### src/rtl/sodc_params.svh
// Register offsets, field codes and reset values for the output divider control
`ifndef SODC_PARAMS_SVH
`define SODC_PARAMS_SVH
`define SODC_ADDR_DIVB0 8'h89
`define SODC_ADDR_DIVB1 8'h8a
`define SODC_ADDR_DIVB2 8'h8b
`define SODC_ADDR_DRVEN 8'hb1
`define SODC_ADDR_HALT 8'hb8
`define SODC_ADDR_LOCK 8'hb9
`define SODC_ADDR_CLEAR 8'hba
`define SODC_DIVB_RST 24'h00000c
`define SODC_BYTE_RST 8'h00
`define SODC_TYPE_FRAME 4'hf
`define SODC_SRC_LOWF 2'h1
`define SODC_SRC_DIVA 2'h2
`define SODC_SRC_LFCK 2'h3
`define SODC_HALT_LOW 2'h2
`define SODC_HALT_HIGH 2'h3
`endif

### src/rtl/sodc_pkg.sv
// Types for the output divider control
package sodc_pkg;
  typedef enum logic [1:0] {SODC_RUN, SODC_WAIT, SODC_HELD} sodc_halt_t;
  typedef enum logic [1:0] {SODC_DIVIDE, SODC_LOWFREQ, SODC_FRAME} sodc_mode_t;
endpackage

### src/rtl/sodc_halt_gate.sv
// Glitch-free stop gate for one post divider clock
`timescale 1ns/1ps
module sodc_halt_gate
  import sodc_pkg::*;
(
  input wire logic clk_sys,
  input wire logic rst_n,
  input wire logic clk_in,
  input wire logic [1:0] stop_code,
  output logic clk_out
);
  `include "sodc_params.svh"
  sodc_halt_t state_r;
  sodc_halt_t state_nxt;
  logic out_r;
  logic in_d_r;
  wire stop_req = stop_code[1];
  wire stop_high = (stop_code == `SODC_HALT_HIGH);
  wire edge_match = stop_high ? (clk_in & ~in_d_r) : (~clk_in & in_d_r);

  always_comb
  begin
    state_nxt = state_r;
    case (state_r)
      SODC_RUN:
        if (stop_req)
          state_nxt = SODC_WAIT;
      SODC_WAIT:
        if (!stop_req)
          state_nxt = SODC_RUN;
        else if (edge_match)
          state_nxt = SODC_HELD; // RULE7 RULE8
      SODC_HELD:
        // Leave only when the source matches the held level
        if (!stop_req && clk_in == out_r)
          state_nxt = SODC_RUN; // RULE15
        else if (stop_high != out_r && clk_in == out_r)
          state_nxt = SODC_WAIT; // RULE7 RULE8
      default:
        state_nxt = SODC_RUN;
    endcase
  end

  always_ff @(posedge clk_sys or negedge rst_n)
  begin
    if (!rst_n)
    begin
      state_r <= SODC_RUN;
      out_r <= 1'b0;
      in_d_r <= 1'b0;
    end
    else
    begin
      state_r <= state_nxt;
      in_d_r <= clk_in;
      // Edge that enters the hold still passes, so the held level is the new one
      if (state_r != SODC_HELD)
        out_r <= clk_in; // RULE15
    end
  end

  assign clk_out = out_r;
endmodule

### src/rtl/sodc_top.sv
// Output divider control: post divider B modes, driver enables, stop control, lock flag
// Notes on behaviour
// RULE1: Frame mode bit 18 selects pulse polarity
// RULE2: Frame mode bit 19 selects boundary alignment
// RULE3: Type 1111, source 01: low-frequency clock
// RULE4: Type 1111 otherwise: one-period frame pulse
// RULE5: Other types: divide by full 24 bits
// RULE6: Enable bits drive outputs, else tristate
// RULE7: Divider A stop codes halt low/high
// RULE8: Divider B stop codes halt low/high
// RULE9: Lock loss sets sticky status bit
// RULE10: Status bit set at reset
// RULE11: Software trusts status only after clearing
// RULE12: Clear bit one clears, software returns zero
// RULE13: Source 10 divider A, 11 low clock
// RULE14: Bits 15:0 give periods between pulses
// RULE15: Stop and resume without runt pulses
// RULE16: Reserved bits written as zero
`timescale 1ns/1ps
module sodc_top
  import sodc_pkg::*;
(
  input wire logic clk_sys,
  input wire logic rst_n,
  input wire logic [7:0] reg_addr,
  input wire logic [7:0] reg_wdata,
  input wire logic reg_wr,
  output logic [7:0] reg_rdata,
  input wire logic synth_clk,
  input wire logic div_a_clk,
  input wire logic lock_lost,
  output logic fast_output_0,
  output logic fast_output_0_oe,
  output logic fast_output_1,
  output logic fast_output_1_oe
);
  `include "sodc_params.svh"
  logic [23:0] divb_r;
  logic [7:0] drven_r;
  logic [7:0] halt_r;
  logic lock_lost_sticky_r;
  logic lock_lost_clear_r;
  logic [23:0] cnt_r;
  logic [23:0] cnt_nxt;
  logic [15:0] lf_cnt_r;
  logic lf_clk_r;
  logic [15:0] fp_cnt_r;
  logic fp_act_r;
  logic divb_out_r;
  logic synth_d_r;
  logic diva_d_r;
  logic lf_d_r;
  logic [7:0] rdata_r;
  logic fast_out_clock_0;
  logic fast_out_clock_1;
  sodc_mode_t mode;

  wire wr_divb0 = reg_wr && reg_addr == `SODC_ADDR_DIVB0;
  wire wr_divb1 = reg_wr && reg_addr == `SODC_ADDR_DIVB1;
  wire wr_divb2 = reg_wr && reg_addr == `SODC_ADDR_DIVB2;
  wire wr_drven = reg_wr && reg_addr == `SODC_ADDR_DRVEN;
  wire wr_halt = reg_wr && reg_addr == `SODC_ADDR_HALT;
  wire wr_clear = reg_wr && reg_addr == `SODC_ADDR_CLEAR;
  wire [3:0] out_type = divb_r[23:20];
  wire [1:0] fp_src = divb_r[17:16];
  wire fp_neg = divb_r[18]; // RULE1
  wire fp_first_edge = divb_r[19]; // RULE2
  wire [15:0] fp_rate = divb_r[15:0];
  wire synth_rise = synth_clk & ~synth_d_r;
  wire diva_rise = div_a_clk & ~diva_d_r;
  wire lf_rise = lf_clk_r & ~lf_d_r;
  // Source code 00 is reserved in frame mode and gives no ticks; 01 selects low-frequency mode instead
  wire fp_tick = (fp_src == `SODC_SRC_DIVA) ? diva_rise :
                 (fp_src == `SODC_SRC_LFCK) ? lf_rise : 1'b0; // RULE13
  // Half-period compare keeps 50% duty for even dividers
  wire [23:0] half_div = {1'b0, divb_r[23:1]};
  wire [15:0] lf_half = fp_rate;
  wire cnt_wrap = (cnt_r >= divb_r - 24'h000001);
  wire fp_wrap = (fp_cnt_r >= fp_rate - 16'h0001); // RULE14
  // First-edge-aligned pulse (bit 19 set) starts one selected-clock period early in the frame count
  wire fp_start = fp_first_edge ? fp_wrap : (fp_cnt_r == 16'h0000 && !fp_act_r);
  wire lock_set = lock_lost; // RULE9
  wire lock_clr = lock_lost_clear_r && !lock_set; // RULE12

  assign mode = (out_type != `SODC_TYPE_FRAME) ? SODC_DIVIDE :
                (fp_src == `SODC_SRC_LOWF) ? SODC_LOWFREQ : SODC_FRAME;
  assign cnt_nxt = (cnt_wrap || divb_r == 24'h000000) ? 24'h000000 : cnt_r + 24'h000001;

  always_ff @(posedge clk_sys or negedge rst_n)
  begin
    if (!rst_n)
    begin
      divb_r <= `SODC_DIVB_RST;
      drven_r <= `SODC_BYTE_RST;
      halt_r <= `SODC_BYTE_RST;
      lock_lost_clear_r <= 1'b0;
    end
    else
    begin
      if (wr_divb0)
        divb_r[7:0] <= reg_wdata;
      if (wr_divb1)
        divb_r[15:8] <= reg_wdata;
      if (wr_divb2)
        divb_r[23:16] <= reg_wdata;
      if (wr_drven)
        drven_r <= {6'h00, reg_wdata[1:0]}; // RULE16
      if (wr_halt)
        halt_r <= {4'h0, reg_wdata[3:0]}; // RULE16
      if (wr_clear)
        lock_lost_clear_r <= reg_wdata[0]; // RULE12
    end
  end

  always_ff @(posedge clk_sys or negedge rst_n)
  begin
    if (!rst_n)
      lock_lost_sticky_r <= 1'b1; // RULE10
    else if (lock_set)
      lock_lost_sticky_r <= 1'b1; // RULE9 RULE11
    else if (lock_clr)
      lock_lost_sticky_r <= 1'b0; // RULE12
  end

  always_ff @(posedge clk_sys or negedge rst_n)
  begin
    if (!rst_n)
    begin
      synth_d_r <= 1'b0;
      diva_d_r <= 1'b0;
      lf_d_r <= 1'b0;
    end
    else
    begin
      synth_d_r <= synth_clk;
      diva_d_r <= div_a_clk;
      lf_d_r <= lf_clk_r;
    end
  end

  // Full 24-bit divider on synthesizer clock edges
  always_ff @(posedge clk_sys or negedge rst_n)
  begin
    if (!rst_n)
      cnt_r <= 24'h000000;
    else if (synth_rise)
      cnt_r <= cnt_nxt; // RULE5
  end

  // Low-frequency clock toggles every rate count, so base over twice the divider
  always_ff @(posedge clk_sys or negedge rst_n)
  begin
    if (!rst_n)
    begin
      lf_cnt_r <= 16'h0000;
      lf_clk_r <= 1'b0;
    end
    else if (synth_rise)
    begin
      if (lf_cnt_r >= lf_half - 16'h0001 || lf_half == 16'h0000)
      begin
        lf_cnt_r <= 16'h0000;
        lf_clk_r <= ~lf_clk_r; // RULE3
      end
      else
        lf_cnt_r <= lf_cnt_r + 16'h0001;
    end
  end

  // Frame pulse counter in selected-clock periods
  always_ff @(posedge clk_sys or negedge rst_n)
  begin
    if (!rst_n)
    begin
      fp_cnt_r <= 16'h0000;
      fp_act_r <= 1'b0;
    end
    else if (mode != SODC_FRAME)
    begin
      fp_cnt_r <= 16'h0000;
      fp_act_r <= 1'b0;
    end
    else if (fp_tick)
    begin
      fp_cnt_r <= fp_wrap ? 16'h0000 : fp_cnt_r + 16'h0001; // RULE14
      fp_act_r <= fp_start; // RULE4 RULE2
    end
  end

  always_ff @(posedge clk_sys or negedge rst_n)
  begin
    if (!rst_n)
      divb_out_r <= 1'b0;
    else
    begin
      case (mode)
        SODC_DIVIDE:
          divb_out_r <= (cnt_r < half_div); // RULE5
        SODC_LOWFREQ:
          divb_out_r <= lf_clk_r; // RULE3
        SODC_FRAME:
          divb_out_r <= fp_act_r ^ fp_neg; // RULE1 RULE4
        default:
          divb_out_r <= 1'b0;
      endcase
    end
  end

  sodc_halt_gate u_gate_a (
    .clk_sys(clk_sys),
    .rst_n(rst_n),
    .clk_in(div_a_clk),
    .stop_code(halt_r[1:0]),
    .clk_out(fast_out_clock_0)
  ); // RULE7

  sodc_halt_gate u_gate_b (
    .clk_sys(clk_sys),
    .rst_n(rst_n),
    .clk_in(divb_out_r),
    .stop_code(halt_r[3:2]),
    .clk_out(fast_out_clock_1)
  ); // RULE8

  assign fast_output_0 = fast_out_clock_0;
  assign fast_output_1 = fast_out_clock_1;
  assign fast_output_0_oe = drven_r[0]; // RULE6
  assign fast_output_1_oe = drven_r[1]; // RULE6

  always_ff @(posedge clk_sys or negedge rst_n)
  begin
    if (!rst_n)
      rdata_r <= 8'h00;
    else
    begin
      case (reg_addr)
        `SODC_ADDR_DIVB0: rdata_r <= divb_r[7:0];
        `SODC_ADDR_DIVB1: rdata_r <= divb_r[15:8];
        `SODC_ADDR_DIVB2: rdata_r <= divb_r[23:16];
        `SODC_ADDR_DRVEN: rdata_r <= drven_r;
        `SODC_ADDR_HALT: rdata_r <= halt_r;
        `SODC_ADDR_LOCK: rdata_r <= {7'h00, lock_lost_sticky_r};
        `SODC_ADDR_CLEAR: rdata_r <= {7'h00, lock_lost_clear_r};
        default: rdata_r <= 8'h00;
      endcase
    end
  end

  assign reg_rdata = rdata_r;
endmodule

### config.mk
export PLATFORM = sky130hd
export DESIGN_NAME = sodc_top
export DESIGN_NICKNAME = d
export VERILOG_FILES = /design/src/rtl/sodc_pkg.sv /design/src/rtl/sodc_halt_gate.sv /design/src/rtl/sodc_top.sv
export VERILOG_INCLUDE_DIRS = /design/src /design/src/rtl
export SDC_FILE = /design/constraint.sdc
export NUM_CORES = 1
export LEC_CHECK = 0
export ABC_CLOCK_PERIOD_IN_PS = 9500
export BUFFER_PORTS_ARGS = -buffer_cell sky130_fd_sc_hd__buf_2
export CAP_MARGIN = 5
export CORE_AREA = 3 3 116 118
export CTS_CLUSTER_DIAMETER = 40
export DETAILED_ROUTE_END_ITERATION = 8
export DIE_AREA = 0 0 119 121
export HOLD_SLACK_MARGIN = 0.02
export PLACE_DENSITY_LB_ADDON = 0.12
export RECOVER_POWER = 100
export SLEW_MARGIN = 20
export SYNTH_ARGS = -nofsm -noshare
export SYNTH_HDL_FRONTEND = slang
export SYNTH_HIERARCHICAL = 1
export SYNTH_SLANG_ARGS = --single-unit
### constraint.sdc
create_clock -name clk_sys -period 9.5 [get_ports clk_sys]
set_input_delay 2.85 -clock clk_sys [delete_from_list [all_inputs] [get_ports clk_sys]]
set_output_delay 2.85 -clock clk_sys [all_outputs]
set_load 0.02 [all_outputs]
## Word-level counts from Yosys, hierarchy flattened

Index checks and enable logic that the tools add are counted.

- Register bits after elaboration: 109
- Output and inout bits: 12
- Logic and storage cells: 136

- $add $sub $neg: 5
- Order comparisons: 4
- Eq/ne operators: 32
- Multiplexer cells: 30
- Bitwise operators: 14
- Reduce and logical (&&, ||, !) cells: 29

Operators with widths:

| cell | count |
|---|---|
| two-way mux 16 bit | 4 |
| equality test 8 bit (second input constant) | 7 |
| one-hot mux 8 bit (7 select lines) | 1 |
| adder 16 x 1 -> 16 bit (second input constant) | 2 |
| greater-or-equal comparator 16 bit | 2 |
| zero test 16 bit | 2 |
| adder 24 x 1 -> 24 bit (second input constant) | 1 |
| greater-or-equal comparator 24 bit | 1 |
| zero test 24 bit | 1 |
| less-than comparator 24 x 23 -> 1 bit | 1 |
| two-way mux 2 bit | 12 |
| two-way mux 24 bit | 1 |
| subtractor 24 x 1 -> 24 bit (second input constant) | 1 |
| subtractor 16 x 1 -> 16 bit (second input constant) | 1 |
| equality test 2 bit (second input constant) | 7 |
| logical AND 1 bit | 12 |
| one-hot mux 2 bit (3 select lines) | 2 |
| != test 2 bit (second input constant) | 5 |
| two-way mux 1 bit | 9 |
| equality test 2 x 1 -> 1 bit (second input constant) | 4 |
| inverter 1 bit | 7 |
| bitwise AND 1 bit | 6 |
| zero test 2 bit | 3 |
| != test 3 x 1 -> 1 bit (second input constant) | 2 |
| other kinds (11) | 20 |

## Depth between registers and ports, before layout

- Word-level depth: 6
- Gate-level depth with buffers: 14

## Modules after synthesis

Netlist, hierarchy kept.

Modules (own cells, without submodules):

| module | times used | cells each | area an instance (µm²) | seq. area each (µm²) |
|---|---|---|---|---|
| sodc_top | 1 | 716 | 6984.2 | 2556.2 |
| sodc_halt_gate | 2 | 20 | 211.5 | 100.1 |

## Worst setup path before layout

No wires, ideal clock.

- Kind: input-to-reg
- Start point: input reg_addr[4]
- End point: register divb_r[16]
- Arrival time: 4464 ps
- Setup slack: 4911 ps
- Stages on the path: 6
- Buffers on the path: 1
- Cells stage by stage: or4b_1 -> nor2_1 -> and3_1 -> clkbuf_1 -> nand2_1 -> mux2_2

- Longest elaborated chain between the ends: 2

Ends and longest elaborated chain:

| element | line | text |
|---|---|---|
| from (decl) | sodc_top.sv:25 | `input wire logic [7:0] reg_addr,` |
| equality test 8 bit | - |  |
| logical AND 1 bit (no line) | - |  |
| to (signal assigned) | sodc_top.sv:93 | `` divb_r <= `SODC_DIVB_RST; `` |
| to (signal assigned) | sodc_top.sv:105 | `divb_r[23:16] <= reg_wdata;` |
| to (decl) | sodc_top.sv:38 | `logic [23:0] divb_r;` |

No other way between the ends.
A chain may end at the register's enable or synchronous reset.

## Final worst setup path

- Start point: register divb_r[5]
- End point: register cnt_r[23]

- Longest elaborated chain between the ends: 4
- Elaborated cells between the ends (all ways): 5
- Those cells by class: add/sub (1); order compare (1); mux (1); reduce/logical (2)

Ends and longest elaborated chain:

| element | line | text |
|---|---|---|
| from (signal assigned) | sodc_top.sv:93 |  |
| from (signal assigned) | sodc_top.sv:101 | `divb_r[7:0] <= reg_wdata;` |
| subtractor 24 x 1 -> 24 bit | sodc_top.sv:78 | `wire cnt_wrap = (cnt_r >= divb_r - 24'h000001);` |
| greater-or-equal comparator 24 bit | sodc_top.sv:78 |  |
| logical OR 1 bit * | sodc_top.sv:87 | `assign cnt_nxt = (cnt_wrap \|\| divb_r == 24'h000000) ? 24'h000000 : cnt_r + 24'h000001;` |
| two-way mux 24 bit * | sodc_top.sv:87 |  |
| to (signal assigned) | sodc_top.sv:147 | `cnt_r <= cnt_nxt;` |
| to (decl) | sodc_top.sv:43 | `logic [23:0] cnt_r;` |

Every way passes the cells marked *; elsewhere a longest branch is shown, timed or not.

==> run summary <==
fin nets -> 892
Slew headroom -> -0.2304
FILL cells -> 1079
Critical Path Fanout Max -> 18
fin area -> 7949 µm²
Reg clk slew, reported paths -> 0.08 ns
CP startpoint kind -> flop
Worst Skew -> 0.01158 ns
EDFF count, synth -> 0
post-route ant nets -> 0
Root Buffer -> clkbuf_16
initial drt markers -> 424
IO Count -> 34
# hold bufs at CTS -> 0
Antenna Cells -> 0
Synth Flop Type -> dfrtp_1
DIE AREA -> 14400 µm²
Design Power -> 1.269 mW
Post-Synthesis Cells -> 756
status -> complete, but fails checks
initial antenna violation count -> 0
leak pwr -> 3.712 nW
setup tns final -> 0 ns
Congestion Overflow GR -> 0
share of cells above drive strength 1 -> 0.1150
DIE WIDTH -> 119 µm
CTS Sinks -> 110
Layout area overhead -> 7.314%
Final setup violation count -> 0
Non-Filler Instances -> 963
flops & latches, synth -> 110
fin crit share -> 0.5905
Post-route DRC -> 0
drt wl/cell -> 18.58 µm
commonest non-fill, non-tap cell in the layout -> dfrtp_1
dpl cells -> 947
final WL -> 17900 µm
Clock Tree Buf Depth -> 2
Max VDD drop -> 0.0001208 V
H-tree depth -> 3
first-pass detailed-route iteration total -> 7
vias after detailed routing -> 6004
Total Routing Usage GR -> 0.2555
Via density -> 6.235
post-synth cell types -> 62
RSZ-0062 raised after global routing -> false
pwr dens -> 159.6 nW/µm²
synth warn -> 6
crit path kind -> reg2reg
crit end category -> flop
CTS resizes -> 0
Worst Tran Pin Value -> 1.846 ns
Num CTS Buffers -> 9
CTS tree -> built
commonest cells after routing, fill and taps aside -> dfrtp_1 (107), ha_1 (84), nand2_1 (62)
die height -> 121 µm
first-pass GRT wire length -> 29540 µm
mapped cell area -> 7407 µm²
Core Area -> 12570 µm²
CP required -> 9.69 ns
max cap viols -> 2
DPL Wire Length -> 13550 µm
post-CTS setup buffer count -> 0
hold crit path type -> reg2reg
GPL Wtd Cong -> 0.8857
largest net degree at the start of global routing -> 77
ys async rst share -> 1.000
worst skew pair latency -> 0.36 ns
Post-DP Area -> 7719 µm²
Syn Area/Cell -> 9.798 µm²
port bufs -> 33
failing checks -> max-capacitance violations, max-slew violations
Worst EP arrival -> 5.79 ns
row cnt -> 41
final hold vios -> 0
pins over their slew limit -> 55
post-synthesis sequential area ratio -> 0.3721
Final min period -> 5.610 ns
vias in the first global route -> 5943
Initial Utilization -> 0.5893
Max Clk Rate -> 178.3 MHz
Synth Net Count -> 862
## flip-flops by register name (all words and copies together) (netlist names), 2 cells and up
name,flops
reg_rdata,8
cnt_r,24
halt_r,4
u_gate_b/state_r,2
drven_r,2
divb_r,24
lf_cnt_r,16
u_gate_a/state_r,2
fp_cnt_r,16
## kinds of logic (layout without fill, tap and decap cells)
group,Yosys count,after routing,share of synthesized area
fa+ha+maj,84,84,0.1419
mux,35,35,0.05321
buf+inv,56,91,0.03192
simple gates,269,269,0.1988
flops,110,110,0.3721
compound gates,138,138,0.1264
xor+xnor,64,64,0.07568
## critical path: stages, from the launching register on
cell and delay [ns]:
dfrtp_1 0.46, nor4_1 0.60, nand3_1 0.20, nor4_1 0.43, nand2_1 0.19, nor3_1 0.27
xnor2_1 0.21, ha_1 0.38, nand4_1 0.11, or3_1 0.41, a2111oi_0 0.48, o31ai_1 0.24
a21oi_1 1.31, nor2_1 0.12
## per-stage QoR
| stage | utilization | hold slack, ns | setup WS, ns |
|---|---|---|---|
| 6_report | 0.6325 | 0.4924 | 3.890 |
| 5_1_grt | 0.6325 | 0.5192 | 3.211 |
| 4_1_cts | 0.6364 | 0.4933 | 4.856 |
| 3_5_place_dp | 0.6141 | 0.4712 | 4.494 |
| 3_3_place_gp | 0.6141 | 0.4649 | 4.512 |
| 2_1_floorplan | - | 0.4008 | 4.911 |
## where the power goes
group	switching, mW	internal (mW)	total [mW]
clock	0.187	0.183	0.369
sequential	0.0482	0.500	0.549
combinational	0.204	0.147	0.351
## layer usage
layer / track usage / wire [µm]
met2: 0.4203 / 8779
met1: 0.3327 / 7584
met5: 0 / 0
met4: 0.09703 / 439
met3: 0.05268 / 1094
## final timing paths
path,from,to,slack (ns),cells after the start
max in group asynchronous,rst_n,reg_rdata[4],4.73,2
setup / recovery,divb_r[5],cnt_r[23],3.89,13
hold reg to reg,lf_clk_r,lf_d_r,0.49,0
hold / removal,lf_clk_r,lf_d_r,0.49,0
min in group asynchronous,rst_n,lf_cnt_r[5],2.98,1
setup reg to reg,divb_r[5],cnt_r[23],3.89,13
## synthesized netlist by cell type, types with 19 or more instances
| cell | number | area [µm²] |
|---|---|---|
| a21oi_1 | 38 | 190.2 |
| xor2_1 | 19 | 166.4 |
| nand3_1 | 28 | 140.1 |
| dfrtp_1 | 107 | 2678 |
| xnor2_1 | 45 | 394.1 |
| mux2_2 | 35 | 394.1 |
| nand2_1 | 62 | 232.7 |
| inv_1 | 40 | 150.1 |
| ha_1 | 84 | 1051 |
| nor2_1 | 46 | 172.7 |
| o21ai_0 | 20 | 100.1 |
## cell type report
type | count | area (µm²) | share of cell area
multi-input cells | 590 | 4387 | 0.5519
flip-flops and latches | 110 | 2756 | 0.3468
clock buffers | 10 | 229.0 | 0.02881
well taps | 172 | 215.2 | 0.02707
repair buffers | 35 | 160.2 | 0.02015
inverters | 40 | 150.1 | 0.01889
clock inverters | 6 | 51.30 | 0.006454
No activity file was read; power rests on OpenSTA's default activity.
